## config.mk

```make
export PLATFORM = sky130hd
export DESIGN_NAME = osc_device_flat
export DESIGN_NICKNAME = d
export VERILOG_FILES = /design/src/osc_pkg.sv /design/src/osc_link_if.sv /design/src/osc_device.sv /design/src/osc_sync2.sv /design/src/flat_wrapper.sv
export SDC_FILE = /design/constraint.sdc
export NUM_CORES = 1
export LEC_CHECK = 0
export ABC_AREA = 1
export BUFFER_PORTS_ARGS = -buffer_cell sky130_fd_sc_hd__clkbuf_2
export CORE_UTILIZATION = 56
export DETAILED_ROUTE_END_ITERATION = 10
export PLACE_DENSITY = 0.71
export SLEW_MARGIN = 10
export SYNTH_ARGS = -nofsm -noshare
export SYNTH_HDL_FRONTEND = slang
export SYNTH_SLANG_ARGS = --single-unit
```

## constraint.sdc

```tcl
create_clock -name aclk -period 4.7 [get_ports aclk]
set_input_delay 0.235 -clock aclk [delete_from_list [all_inputs] [get_ports aclk]]
set_output_delay 0.235 -clock aclk [all_outputs]
set_load 0.005 [all_outputs]
```

## src/osc_pkg.sv

```systemverilog
// Shared constants for the configuration-store serial link and both of its ends
package osc_pkg;
  // Serial frame: bit 15 read flag, bits 14:8 address, bits 7:0 data
  localparam int OSC_FRAME_BITS = 16;
  localparam int OSC_HDR_BITS = 8;
  localparam int OSC_SHADOW_N = 14;
  // Device address map
  localparam logic [6:0] ADDR_SPARE0 = 7'h00;
  localparam logic [6:0] ADDR_SPARE1 = 7'h01;
  localparam logic [6:0] ADDR_ZERO_LO = 7'h02;
  localparam logic [6:0] ADDR_ZERO_HI = 7'h03;
  localparam logic [6:0] ADDR_OUT_CFG = 7'h04;
  localparam logic [6:0] ADDR_SHADOW_LAST = 7'h0D;
  localparam logic [6:0] ADDR_LOCK = 7'h10;
  localparam logic [6:0] ADDR_BURN_ALL = 7'h11;
  localparam logic [6:0] ADDR_BURN_ZERO = 7'h12;
  localparam logic [6:0] ADDR_CMD_LAST = 7'h14;
  localparam logic [6:0] ADDR_CMD_EXTRA = 7'h1B;
  localparam logic [7:0] UNLOCK_KEY = 8'hAB;
  localparam logic [7:0] BURN_KEY = 8'hA2;
  localparam logic [7:0] SHADOW_RST = 8'h00;
  // Fields of output_config_zero
  localparam int CFG_CHOICE_BIT = 7;
  localparam int CFG_IW_MSB = 4;
  localparam int CFG_IW_LSB = 3;
  localparam int CFG_PP_MSB = 2;
  localparam logic [8:0] IW_STEP_DEG = 9'h05A;
  // Timing at the 250 MHz system clock
  localparam int CLK_PERIOD_NS = 4;
  localparam int SCLK_MAX_KHZ = 10000;
  localparam int SSI_PREPARE_TIME_NS = 300;
  localparam int SSI_REQUEST_GAP_NS = 200;
  localparam int SCLK_MIN_HALF_CYC = ((1000000 / SCLK_MAX_KHZ) / 2 + CLK_PERIOD_NS - 1) / CLK_PERIOD_NS;
  localparam int PREP_CYC = (SSI_PREPARE_TIME_NS + CLK_PERIOD_NS - 1) / CLK_PERIOD_NS;
  localparam int GAP_CYC = (SSI_REQUEST_GAP_NS + CLK_PERIOD_NS - 1) / CLK_PERIOD_NS;
  localparam int SCLK_HALF_DEFAULT = 20;
  // Host controller registers on AXI4-Lite
  localparam logic [3:0] HOST_CMD_OFS = 4'h0;
  localparam logic [3:0] HOST_STAT_OFS = 4'h4;
  localparam int CMD_READ_BIT = 16;
  localparam logic [1:0] RESP_OKAY = 2'h0;
  localparam logic [1:0] RESP_SLVERR = 2'h2;
endpackage

```

## src/osc_link_if.sv

```systemverilog
// Serial configuration link between host controller and configuration store
`timescale 1ns/1ps
`default_nettype none
interface osc_link_if;
  logic cs_n;
  logic sclk;
  logic mosi;
  logic miso;
  logic miso_oe;
  modport device (input cs_n, input sclk, input mosi, output miso, output miso_oe);
  modport host (output cs_n, output sclk, output mosi, input miso, input miso_oe);
endinterface
`default_nettype wire

```

## src/osc_device.sv

```systemverilog
// Configuration store end: OTP array, volatile shadows, write lock, serial slave
// Behaviour
// - OTP bits only go from zero to one
// - Host never programs a set bit twice
// - Power-on copies OTP into shadow registers
// - Start locked except 00-03, 10-12, 1B
// - Key AB at 10 unlocks writes
// - Unlocked writes persist until power-off
// - Any other byte at 10 relocks
// - Programming only through command addresses
// - Shadow writes never reach OTP automatically
// - Shadows occupy 00 to 0D, bytes
// - Zero position low 02, high 03
// - Bit 7 of 04 selects commutation output
// - Bits 4:3 of 04 set index width
// - Bits 2:0 of 04 set pole pairs
// - Host keeps serial clock within maximum rate
// - Host waits prepare time before clocking
// - Host leaves idle gap between requests
`timescale 1ns/1ps
`default_nettype none
module osc_device
  import osc_pkg::*;
(
  // Clock and reset (reset stands for power-on)
  input wire logic aclk,
  input wire logic aresetn,
  // Serial link
  osc_link_if.device link,
  // Blanks the OTP array, for a fresh part in simulation
  input wire logic otp_blank,
  // Configuration outputs
  output logic [15:0] zero_position,
  output logic commutation_output_choice,
  output logic [8:0] index_width_deg,
  output logic [3:0] pole_pairs,
  // Status
  output logic unlocked,
  output logic shadow_ready,
  output logic burn_pulse
);
  logic [2:0] pins_s;
  logic cs_n_s;
  logic sclk_s;
  logic mosi_s;
  logic sclk_prev_reg;
  logic rise;
  logic fall;
  logic [4:0] bit_cnt_reg;
  logic [15:0] rx_reg;
  logic [15:0] rx_next;
  logic [7:0] tx_reg;
  logic miso_reg;
  logic miso_oe_reg;
  logic wr_en;
  logic wr_ok;
  logic [6:0] wr_addr;
  logic [7:0] wr_data;
  logic burn;
  logic unlocked_reg;
  logic load_pending_reg;
  logic [7:0] shadow_reg [OSC_SHADOW_N];
  logic [7:0] otp_reg [OSC_SHADOW_N];
  logic [OSC_SHADOW_N-1:0] burn_mask;

  // Pins come from the host's domain; the first stage is read only by the second
  osc_sync2 #(.W(3), .RST(3'h4)) u_sync (
    .aclk(aclk),
    .aresetn(aresetn),
    .d({link.cs_n, link.sclk, link.mosi}),
    .q(pins_s)
  );
  assign cs_n_s = pins_s[2];
  assign sclk_s = pins_s[1];
  assign mosi_s = pins_s[0];
  assign rise = !cs_n_s && sclk_s && !sclk_prev_reg;
  assign fall = !cs_n_s && !sclk_s && sclk_prev_reg;
  assign rx_next = {rx_reg[14:0], mosi_s};

  // Always-open addresses stay writable while locked
  function automatic logic always_open(input logic [6:0] a);
    always_open = (a <= ADDR_ZERO_HI) || (a >= ADDR_LOCK && a <= ADDR_BURN_ZERO) || (a == ADDR_CMD_EXTRA);
  endfunction

  function automatic logic [7:0] read_byte(input logic [6:0] a);
    if (a <= ADDR_SHADOW_LAST) begin
      read_byte = shadow_reg[a[3:0]];
    end else if (a == ADDR_LOCK) begin
      read_byte = {7'h00, unlocked_reg};
    end else begin
      read_byte = 8'h00;
    end
  endfunction

  always_ff @(posedge aclk) begin
    if (!aresetn) begin
      sclk_prev_reg <= 1'b0;
    end else begin
      sclk_prev_reg <= sclk_s;
    end
  end

  // Frame receiver; a frame ends, complete or not, when select rises
  always_ff @(posedge aclk) begin
    if (!aresetn) begin
      bit_cnt_reg <= 5'h00;
      rx_reg <= 16'h0000;
    end else if (cs_n_s) begin
      bit_cnt_reg <= 5'h00;
    end else if (rise && bit_cnt_reg < 5'(OSC_FRAME_BITS)) begin
      bit_cnt_reg <= bit_cnt_reg + 5'h01;
      rx_reg <= rx_next;
    end
  end

  // Read data is fetched once the header is in and shifted out on falling edges
  always_ff @(posedge aclk) begin
    if (!aresetn) begin
      tx_reg <= 8'h00;
      miso_reg <= 1'b0;
      miso_oe_reg <= 1'b0;
    end else begin
      // Drive enable covers only the data half of a read frame
      if (cs_n_s) begin
        miso_oe_reg <= 1'b0;
      end else if (rise && bit_cnt_reg == 5'(OSC_HDR_BITS - 1) && rx_next[7]) begin
        miso_oe_reg <= 1'b1;
      end
      if (rise && bit_cnt_reg == 5'(OSC_HDR_BITS - 1)) begin
        tx_reg <= rx_next[7] ? read_byte(rx_next[6:0]) : 8'h00;
      end else if (fall && bit_cnt_reg >= 5'(OSC_HDR_BITS)) begin
        miso_reg <= tx_reg[7];
        tx_reg <= {tx_reg[6:0], 1'b0};
      end
    end
  end
  assign link.miso = miso_reg;
  assign link.miso_oe = miso_oe_reg;

  assign wr_en = rise && bit_cnt_reg == 5'(OSC_FRAME_BITS - 1) && !rx_next[15];
  assign wr_addr = rx_next[14:8];
  assign wr_data = rx_next[7:0];
  assign wr_ok = wr_en && (unlocked_reg || always_open(wr_addr));

  // Lock gate: power-on locks, the key unlocks, any other byte relocks
  always_ff @(posedge aclk) begin
    if (!aresetn) begin
      unlocked_reg <= 1'b0;
    end else if (wr_en && wr_addr == ADDR_LOCK) begin
      unlocked_reg <= (wr_data == UNLOCK_KEY);
    end
  end
  assign unlocked = unlocked_reg;

  // Shadows clear at power-on, then take the OTP copy one cycle later
  always_ff @(posedge aclk) begin
    if (!aresetn) begin
      load_pending_reg <= 1'b1;
      for (int i = 0; i < OSC_SHADOW_N; i++) begin
        shadow_reg[i] <= SHADOW_RST;
      end
    end else if (load_pending_reg) begin
      load_pending_reg <= 1'b0;
      for (int i = 0; i < OSC_SHADOW_N; i++) begin
        shadow_reg[i] <= otp_reg[i];
      end
    end else if (wr_ok && wr_addr <= ADDR_SHADOW_LAST) begin
      shadow_reg[wr_addr[3:0]] <= wr_data;
    end
  end
  assign shadow_ready = !load_pending_reg;

  // Burn commands; 0x13, 0x14 and 0x1B are taken but program nothing here
  assign burn = wr_ok && wr_data == BURN_KEY && ((wr_addr >= ADDR_BURN_ALL && wr_addr <= ADDR_CMD_LAST)
                || wr_addr == ADDR_CMD_EXTRA);
  always_comb begin
    burn_mask = '0;
    if (wr_addr == ADDR_BURN_ALL) begin
      burn_mask = '1;
    end else if (wr_addr == ADDR_BURN_ZERO) begin
      burn_mask[ADDR_ZERO_LO[3:0]] = 1'b1;
      burn_mask[ADDR_ZERO_HI[3:0]] = 1'b1;
    end
  end

  // The array has no reset: it must survive power cycles
  always_ff @(posedge aclk) begin
    for (int i = 0; i < OSC_SHADOW_N; i++) begin
      if (otp_blank) begin
        otp_reg[i] <= 8'h00;
      end else if (burn && burn_mask[i]) begin
        otp_reg[i] <= otp_reg[i] | shadow_reg[i];
      end
    end
  end

  always_ff @(posedge aclk) begin
    if (!aresetn) begin
      burn_pulse <= 1'b0;
    end else begin
      burn_pulse <= burn;
    end
  end

  // Decoded configuration
  always_ff @(posedge aclk) begin
    if (!aresetn) begin
      zero_position <= 16'h0000;
      commutation_output_choice <= 1'b0;
      index_width_deg <= IW_STEP_DEG;
      pole_pairs <= 4'h3;
    end else begin
      zero_position <= {shadow_reg[ADDR_ZERO_HI[3:0]], shadow_reg[ADDR_ZERO_LO[3:0]]};
      commutation_output_choice <= shadow_reg[ADDR_OUT_CFG[3:0]][CFG_CHOICE_BIT];
      index_width_deg <= IW_STEP_DEG * (9'(shadow_reg[ADDR_OUT_CFG[3:0]][CFG_IW_MSB:CFG_IW_LSB]) + 9'h001);
      case (shadow_reg[ADDR_OUT_CFG[3:0]][CFG_PP_MSB:0])
        3'h6: pole_pairs <= 4'h1;
        3'h7: pole_pairs <= 4'h2;
        default: pole_pairs <= {1'b0, shadow_reg[ADDR_OUT_CFG[3:0]][CFG_PP_MSB:0]} + 4'h3;
      endcase
    end
  end
endmodule
`default_nettype wire

```

## src/osc_sync2.sv

```systemverilog
// Two-flop synchroniser for inputs arriving from outside the clock domain
`timescale 1ns/1ps
`default_nettype none
module osc_sync2 #(
  parameter int W = 1,
  parameter logic [W-1:0] RST = '0
) (
  // Clock and reset
  input wire logic aclk,
  input wire logic aresetn,
  // Data
  input wire logic [W-1:0] d,
  output logic [W-1:0] q
);
  logic [W-1:0] meta_reg;

  always_ff @(posedge aclk) begin
    if (!aresetn) begin
      meta_reg <= RST;
      q <= RST;
    end else begin
      meta_reg <= d;
      q <= meta_reg;
    end
  end
endmodule
`default_nettype wire

```

## src/flat_wrapper.sv

```systemverilog
// flat-port wrapper written by rule: the top's interface ports become plain ports
module osc_device_flat import osc_pkg::*;
  (aclk, aresetn, otp_blank, zero_position, commutation_output_choice, index_width_deg, pole_pairs, unlocked, shadow_ready, burn_pulse, link_cs_n, link_sclk, link_mosi, link_miso, link_miso_oe);
  osc_link_if link_i ();
  input wire logic aclk;
  input wire logic aresetn;
  input wire logic otp_blank;
  output logic [15:0] zero_position;
  output logic commutation_output_choice;
  output logic [8:0] index_width_deg;
  output logic [3:0] pole_pairs;
  output logic unlocked;
  output logic shadow_ready;
  output logic burn_pulse;
  input wire logic [$bits(link_i.cs_n)-1:0] link_cs_n;
  input wire logic [$bits(link_i.sclk)-1:0] link_sclk;
  input wire logic [$bits(link_i.mosi)-1:0] link_mosi;
  output wire logic [$bits(link_i.miso)-1:0] link_miso;
  output wire logic [$bits(link_i.miso_oe)-1:0] link_miso_oe;
  assign link_i.cs_n = link_cs_n;
  assign link_i.sclk = link_sclk;
  assign link_i.mosi = link_mosi;
  assign link_miso = link_i.miso;
  assign link_miso_oe = link_i.miso_oe;
  osc_device u_core (.aclk(aclk), .aresetn(aresetn), .link(link_i), .otp_blank(otp_blank), .zero_position(zero_position), .commutation_output_choice(commutation_output_choice), .index_width_deg(index_width_deg), .pole_pairs(pole_pairs), .unlocked(unlocked), .shadow_ready(shadow_ready), .burn_pulse(burn_pulse));
endmodule
```

==> impl_metrics.yaml, run 1 <==
cells_and_area:
  final_nets: 1543
  fin_util_pct: 64.7
  drive_gt1_share_pct: 7.88
  area_growth_pct: 12.2
  antennaDiodeCount: 0
  largest_reg_flops: 128
setup_path:
  cpMaxStageDelayCell: "a21boi_4"
  path_cells: "ha_1, nand2_1, nor2_1, ha_1, nand2_1, nor2_1, a21boi_4, nand3_1, nand2_1"
  cp.required_ps: 4880
  setup.worst_path.start_class: "register"
  crit_top_cell: "nand2_1"
  arrival_ps: 3340
  end_kind: "register"
  slowest_delay_ps: 740
  critPathKind: "reg2reg"
  worst-path-max-fanout: 26
synthesis:
  synth_top_area_cell: "edfxtp_1"
  syn_area_um2: 13700
  ys_async_sr_fraction_pct: 0
  ys_ff_latch: 309
  ys.flop_type: "edfxtp_1"
  synth_top_cell_area_share_pct: 52.6
  synthTopCellsByArea: "edfxtp_1, dfxtp_1, nor2_1, nand2_1, o21ai_0"
  synth_seq_area_share_pct: 62.7
  synth_cells: 1483
  yosysUniqueCellTypes: 32
  synth-edff-count: 240
  syn_area_per_cell_um2: 9.24
  yosysWarnings: 0
drt:
  wl_um: 33800
  vias: 10500
  wire_per_inst_um: 18.1
  drc: 0
  first_pass_iters: 5
  drtAntennaViolNets: 0
  drt_iter0_drc: 1092
  routed_via_density: 5.62
timing:
  rsz0062_at_grt: "false"
  fin_tns_setup_ps: 0
  fmax_mhz: 316
  final_max_slew_viol_count: 0
  finClkSkew_ps: 9.66
  whs_ps: 84.4
  hold_viol: 0
  max_slew_margin_pct: 32.1
  tightestPinTransition_ps: 1020
  timing.final.crit_share_pct: 67.4
  min_period_ps: 3170
  finalSetupViolCount: 0
global_routing:
  grt_use_met1_pct: 40.6
  grt_antenna_before_repair: 0
  grt_use_total_pct: 28.1
  grtUsageMet2_pct: 41.9
  grt_overflow: 0
  grt_util_met3_pct: 6.23
  grt_pass1_wl_um: 52900
  first_global_vias: 9658
  gr-max-usage-layer: "met2"
  grt_max_degree: 86
clock_tree:
  clk_latency_ps: 520
  cts_tree: "done"
  cts_sinks: 309
  htree_levels: 2
  cts_buffers: 34
  clockBufferDepth: 3
  cts_resized: 0
  root_buffer: "clkbuf_16"
  clk_pin_slew_worst_paths_ps: 60
power:
  peakVddDrop_uv: 243
  leakage_nw: 6.39
  power_density_nw_per_um2: 401
place:
  dpl.hpwl_um: 22000
  port_buffers: 39
  routabilityCongestion: 0.926
run:
  drv_cap: 0
run_status:
  status: "finished clean"
floorplanning:
  io_pins: 41
  die_y_um: 158
  die_area_um2: 25100
  die-width_um: 158
  num_rows: 56
  core_um2: 23800
  initial_core_util_pct: 57.7
worst_hold_path:
  hold_class: "in2reg"
-- layout make-up --
type                    instances  area, um^2
fillers                      1892        8380
multi-input cells             995        4440
clock buffers                  48         997
well taps                     319         399
repair buffers                 61         380
clock inverters                13         106
inverters                     123         462
flip-flops and latches        309        8590
-- worst paths after layout --
path                              from                      end  slack, ps  cells past startpoint
max              u_core.bit_cnt_reg[0]  u_core.shadow_reg[0][7]       1530                      9
min                            aresetn  u_core.load_pending_reg         80                      2
max reg2reg      u_core.bit_cnt_reg[0]  u_core.shadow_reg[0][7]       1530                      9
min reg2reg  u_core.u_sync.meta_reg[2]       u_core.u_sync.q[2]        420                      1
-- cell usage in the layout (no fill, tap or decap), drive strengths merged, types with 2 or more instances in the layout --
| cell | count |
|---|---|
| a21boi | 3 |
| a21oi | 31 |
| buf | 19 |
| bufinv | 2 |
| clkbuf | 87 |
| clkinv | 13 |
| conb | 17 |
| dfxtp | 69 |
| dlygate4sd3 | 3 |
| edfxtp | 240 |
| ha | 13 |
| inv | 121 |
| nand2 | 308 |
| nand3 | 62 |
| nand3b | 3 |
| nand4 | 38 |
| nor2 | 324 |
| nor3 | 4 |
| o211ai | 2 |
| o21a | 6 |
| o21ai | 173 |
| or2 | 4 |
| xnor2 | 2 |
-- metrics by stage --
step           area (um^2)  worst slack, ps  total power [mW]  cells
2_1_floorplan        13800              853              3.45   1499
3_3_place_gp         14200             1570              3.57   1804
3_5_place_dp         14200             1510              3.58   1804
4_1_cts              15400             1500              6.19   1868
5_1_grt              15400             1270              6.36   1868
6_report             15400             1530              6.17   1868
-- Yosys cell counts (all sizes together), types with 2 or more instances --
cell,instances
nor2,324
nand2,308
edfxtp,240
o21ai,173
inv,121
dfxtp,69
nand3,62
clkbuf,56
nand4,38
a21oi,31
buf,16
ha,13
o21a,6
nor3,4
or2,4
a21boi,3
nand3b,3
clkinv,2
o211ai,2
xnor2,2
-- power breakdown --
group	total [mW]	switching (mW)	internal [mW]
logic	0.335	0.230	0.105
clock network	2.64	1.05	1.59
registers	3.20	0.0918	3.11
total	6.17	1.38	4.80
-- worst max-delay path: cells and delay by family (launching register included) --
kind            cells  cell delay [ps]
compound gates      1              740
simple gates        6             1370
flops               1              360
fa+ha+maj           2              360
-- what timing repair did --
action	in CTS	in global routing
setup buffers	0	0
endpoints found under the hold margin	3	0
hold buffers	3	0
-- cell families after synthesis --
logic type / count (synthesis) / synth area share [%]
DFF: 309 / 62.7
buffers and inverters: 195 / 5.59
xor gates and xnor gates: 3 / 0.192
other: 1 / 0.0274
AOI/OAI and AO/OA: 217 / 8.18
and+or+nand+nor: 745 / 22.2
adders and majority gates: 13 / 1.19
-- per-layer routing --
| metal | up-vias | share of wire (%) |
|---|---|---|
| li1 | 5002 | - |
| met1 | 4877 | 43 |
| met2 | 550 | 43 |
| met3 | 78 | 11 |
| met4 | 0 | 3.3 |
| met5 | - | 0 |
Note: power is estimated with default switching activity, not from simulation.
==> run 2: changes to the inputs <==
--- a/config.mk
+++ b/config.mk
@@ -5,7 +5,7 @@
 export SDC_FILE = /design/constraint.sdc
 export NUM_CORES = 1
 export LEC_CHECK = 0
-export ABC_AREA = 1
+export ABC_AREA = 0
 export BUFFER_PORTS_ARGS = -buffer_cell sky130_fd_sc_hd__clkbuf_2
 export CORE_UTILIZATION = 56
 export DETAILED_ROUTE_END_ITERATION = 10
==> constraint.sdc (replaced) <==
create_clock -name aclk -period 3.15 [get_ports aclk]
set_input_delay 0.1575 -clock aclk [delete_from_list [all_inputs] [get_ports aclk]]
set_output_delay 0.1575 -clock aclk [all_outputs]
set_load 0.005 [all_outputs]
==> run 2 against run 1 <==
Sequential power increased by 43%; synthesized area increased by 1.1%; non-clock buffer count increased by 25; combinational power increased by 19%; first-iteration DRC count decreased by 17%.
==> impl_metrics.yaml, run 2 <==
timing:
  max_slew_margin_pct: 38.0
  timing.final.ws_setup_ps: 330
  final_max_slew_viol_count: 0
  hold_viol: 0
  timing.final.crit_share_pct: 89.5
  fin_tns_setup_ps: 0
  finClkSkew_ps: 12.9
  min_period_ps: 2820
  tightestPinTransition_ps: 929
  rsz0062_at_grt: "false"
  finalSetupViolCount: 0
  fmax_mhz: 355
cells_and_area:
  fin_area_um2: 15700
  antennaDiodeCount: 0
  final_cell_mix: "edfxtp_1, nand2_1, nor2_1"
  final_nets: 1242
  fillCellCount: 1868
  fin_util_pct: 64.6
  ff_latch_area_um2: 8470
  multiInputGateArea_um2: 5070
  area_growth_pct: 13.4
  largest_reg_flops: 124
  drive_gt1_share_pct: 22.2
  final_common_cell: "edfxtp_1"
drt:
  drtAntennaViolNets: 0
  vias: 9424
  drt_iter0_drc: 910
  wl_um: 33700
  drc: 0
  wire_per_inst_um: 21.5
  first_pass_iters: 5
  routed_via_density: 6.00
setup_path:
  path_buf_inv: 2
  cp.required_ps: 3370
  end_kind: "register"
  critPathTopFamily: "simple AND/OR/NAND/NOR gates"
  crit_top_cell: "buf_4"
  path_cells: "ha_2, and3_1, ha_1, nor4b_4, o31a_2, buf_4, nand2_1, o21ai_0, buf_4"
  cpMaxStageDelayCell: "o21ai_0"
  critPathKind: "reg2reg"
  setup.worst_path.start_class: "register"
  worst-path-max-fanout: 9
  arrival_ps: 3040
  slowest_delay_ps: 390
place:
  dpl.hpwl_um: 21500
  dpl_worst_slack_ps: 375
  dpl-instance-area_um2: 14600
  port_buffers: 39
  routabilityCongestion: 0.861
floorplanning:
  num_rows: 57
  die-width_um: 159
  initial_core_util_pct: 57.0
  io_pins: 41
  core_um2: 24300
  die_y_um: 159
  die_area_um2: 25400
synthesis:
  synth-edff-count: 236
  synth_top_cell_area_share_pct: 51.1
  syn_area_um2: 13900
  yosysUniqueCellTypes: 55
  ys_ff_latch: 305
  synth_cells: 1158
  synth_top_area_cell: "edfxtp_1"
  yosysMostFrequentCell: "edfxtp_1"
  yosysWarnings: 0
  ys_async_sr_fraction_pct: 0
  synth_seq_area_share_pct: 61.1
  syn_area_per_cell_um2: 12.0
  synthTopCellsByCount: "edfxtp_1, nand2_1, nor2_1, o21ai_0, nor3_2"
  ys.flop_type: "edfxtp_1"
  synthTopCellsByArea: "edfxtp_1, dfxtp_1, nor3_2, nand2_1, mux4_2"
power:
  power_density_nw_per_um2: 565
  peakVddDrop_uv: 444
  p_switching_mw: 1.88
  p_sw_share_pct: 21.2
  internal_power_mw: 7.00
  power_frac_comb_pct: 4.5
  seq_power_share_pct: 51.8
  p_clk_share_pct: 43.8
  leakage_nw: 5.71
clock_tree:
  clockBufferDepth: 3
  cts_buffers: 34
  cts_setup_buffers: 0
  cts_resized: 0
  htree_levels: 2
  clk_pin_slew_worst_paths_ps: 60
  cts_sinks: 305
  cts_tree: "done"
  root_buffer: "clkbuf_16"
  clk_latency_ps: 510
run_status:
  status: "finished clean"
worst_hold_path:
  hold_class: "in2reg"
global_routing:
  grt_pass1_wl_um: 52900
  grt_antenna_before_repair: 0
  grt_use_total_pct: 27.3
  grt_max_degree: 82
  first_global_vias: 9076
  grt_overflow: 0
run:
  drv_cap: 0
## run 2: cell count changes in the layout (fill, tap and decap cells not counted), sizes merged, moves of 24 or more
cell | previous run | this run
nand2 | 308 | 183
nor3 | 4 | 115
nor2 | 324 | 132
buf | 19 | 44
o21ai | 173 | 108
nand3 | 62 | 13
mux2i | 0 | 41
inv | 121 | 21
nand4 | 38 | 6
mux4 | 0 | 29
and2 | 0 | 24
## run 2: path summary, 6_finish.rpt
check                           slack (ps)  cells past startpoint                      start                         to
worst max-delay path                   330                      9      u_core.bit_cnt_reg[1]    u_core.shadow_reg[6][0]
worst max register to register         330                      9      u_core.bit_cnt_reg[1]    u_core.shadow_reg[6][0]
worst min-delay path                   280                      3                    aresetn  u_core.index_width_deg[3]
worst min register to register         440                      1  u_core.u_sync.meta_reg[2]         u_core.u_sync.q[2]
## run 2: kinds of logic after synthesis
kind of cell	synth area share, %
buffers and inverters	3.08
AOI/OAI and AO/OA	6.05
DFF	61.1
xor gates and xnor gates	0.379
and+or+nand+nor	19.6
muxes	8.48
other	0.0271
adders and majority gates	1.25
## run 2: timing repair
| action | 4_1_cts | 5_1_grt |
|---|---|---|
| endpoints found under the setup margin | 0 | 0 |
| hold buffers | 3 | 0 |
| endpoints found under the hold margin | 3 | 0 |
## run 2: power groups by stage
stage                     Clock [mW]  Combinational [mW]  Sequential, mW
after floorplan                    0               0.260            4.64
final                           3.88               0.397            4.59
after detailed placement           0               0.395            4.67
after global routing            4.09               0.436            4.61
after global placement             0               0.390            4.67
after CTS                       3.93               0.400            4.59
## run 2: per-layer routing
metal  part of all wire (%)  global-route usage (%)  wire [um]  up-vias
li1                       -                       -          -     4276
met1                     42                    38.7      14200     4649
met2                     46                    42.3      15600      432
met3                    8.8                    5.29       2970       67
met4                    2.7                    9.83        925        0
met5                      0                       0          0        -
## run 2: layout make-up
| type | instances | share of cell area (%) |
|---|---|---|
| Tap cell | 324 | 2.58 |
| Inverter | 20 | 0.478 |
| Multi-Input combinational cell | 776 | 32.2 |
| Timing Repair Buffer | 86 | 3.85 |
| Clock inverter | 9 | 0.605 |
| Clock buffer | 50 | 6.32 |
| Sequential cell | 305 | 53.9 |
## run 2: stage by stage
stage	hold WS (ps)	std cells	power [mW]
floorplan	259	1170	4.90
global placement	346	1508	5.06
detailed placement	344	1508	5.07
CTS	288	1570	8.92
global route	323	1570	9.13
finish	282	1570	8.88
## run 2: worst min-delay path, delay by kind of cell
family,cells,cell delay [ps]
buffers and inverters,2,430
AND/OR/NAND/NOR,1,130
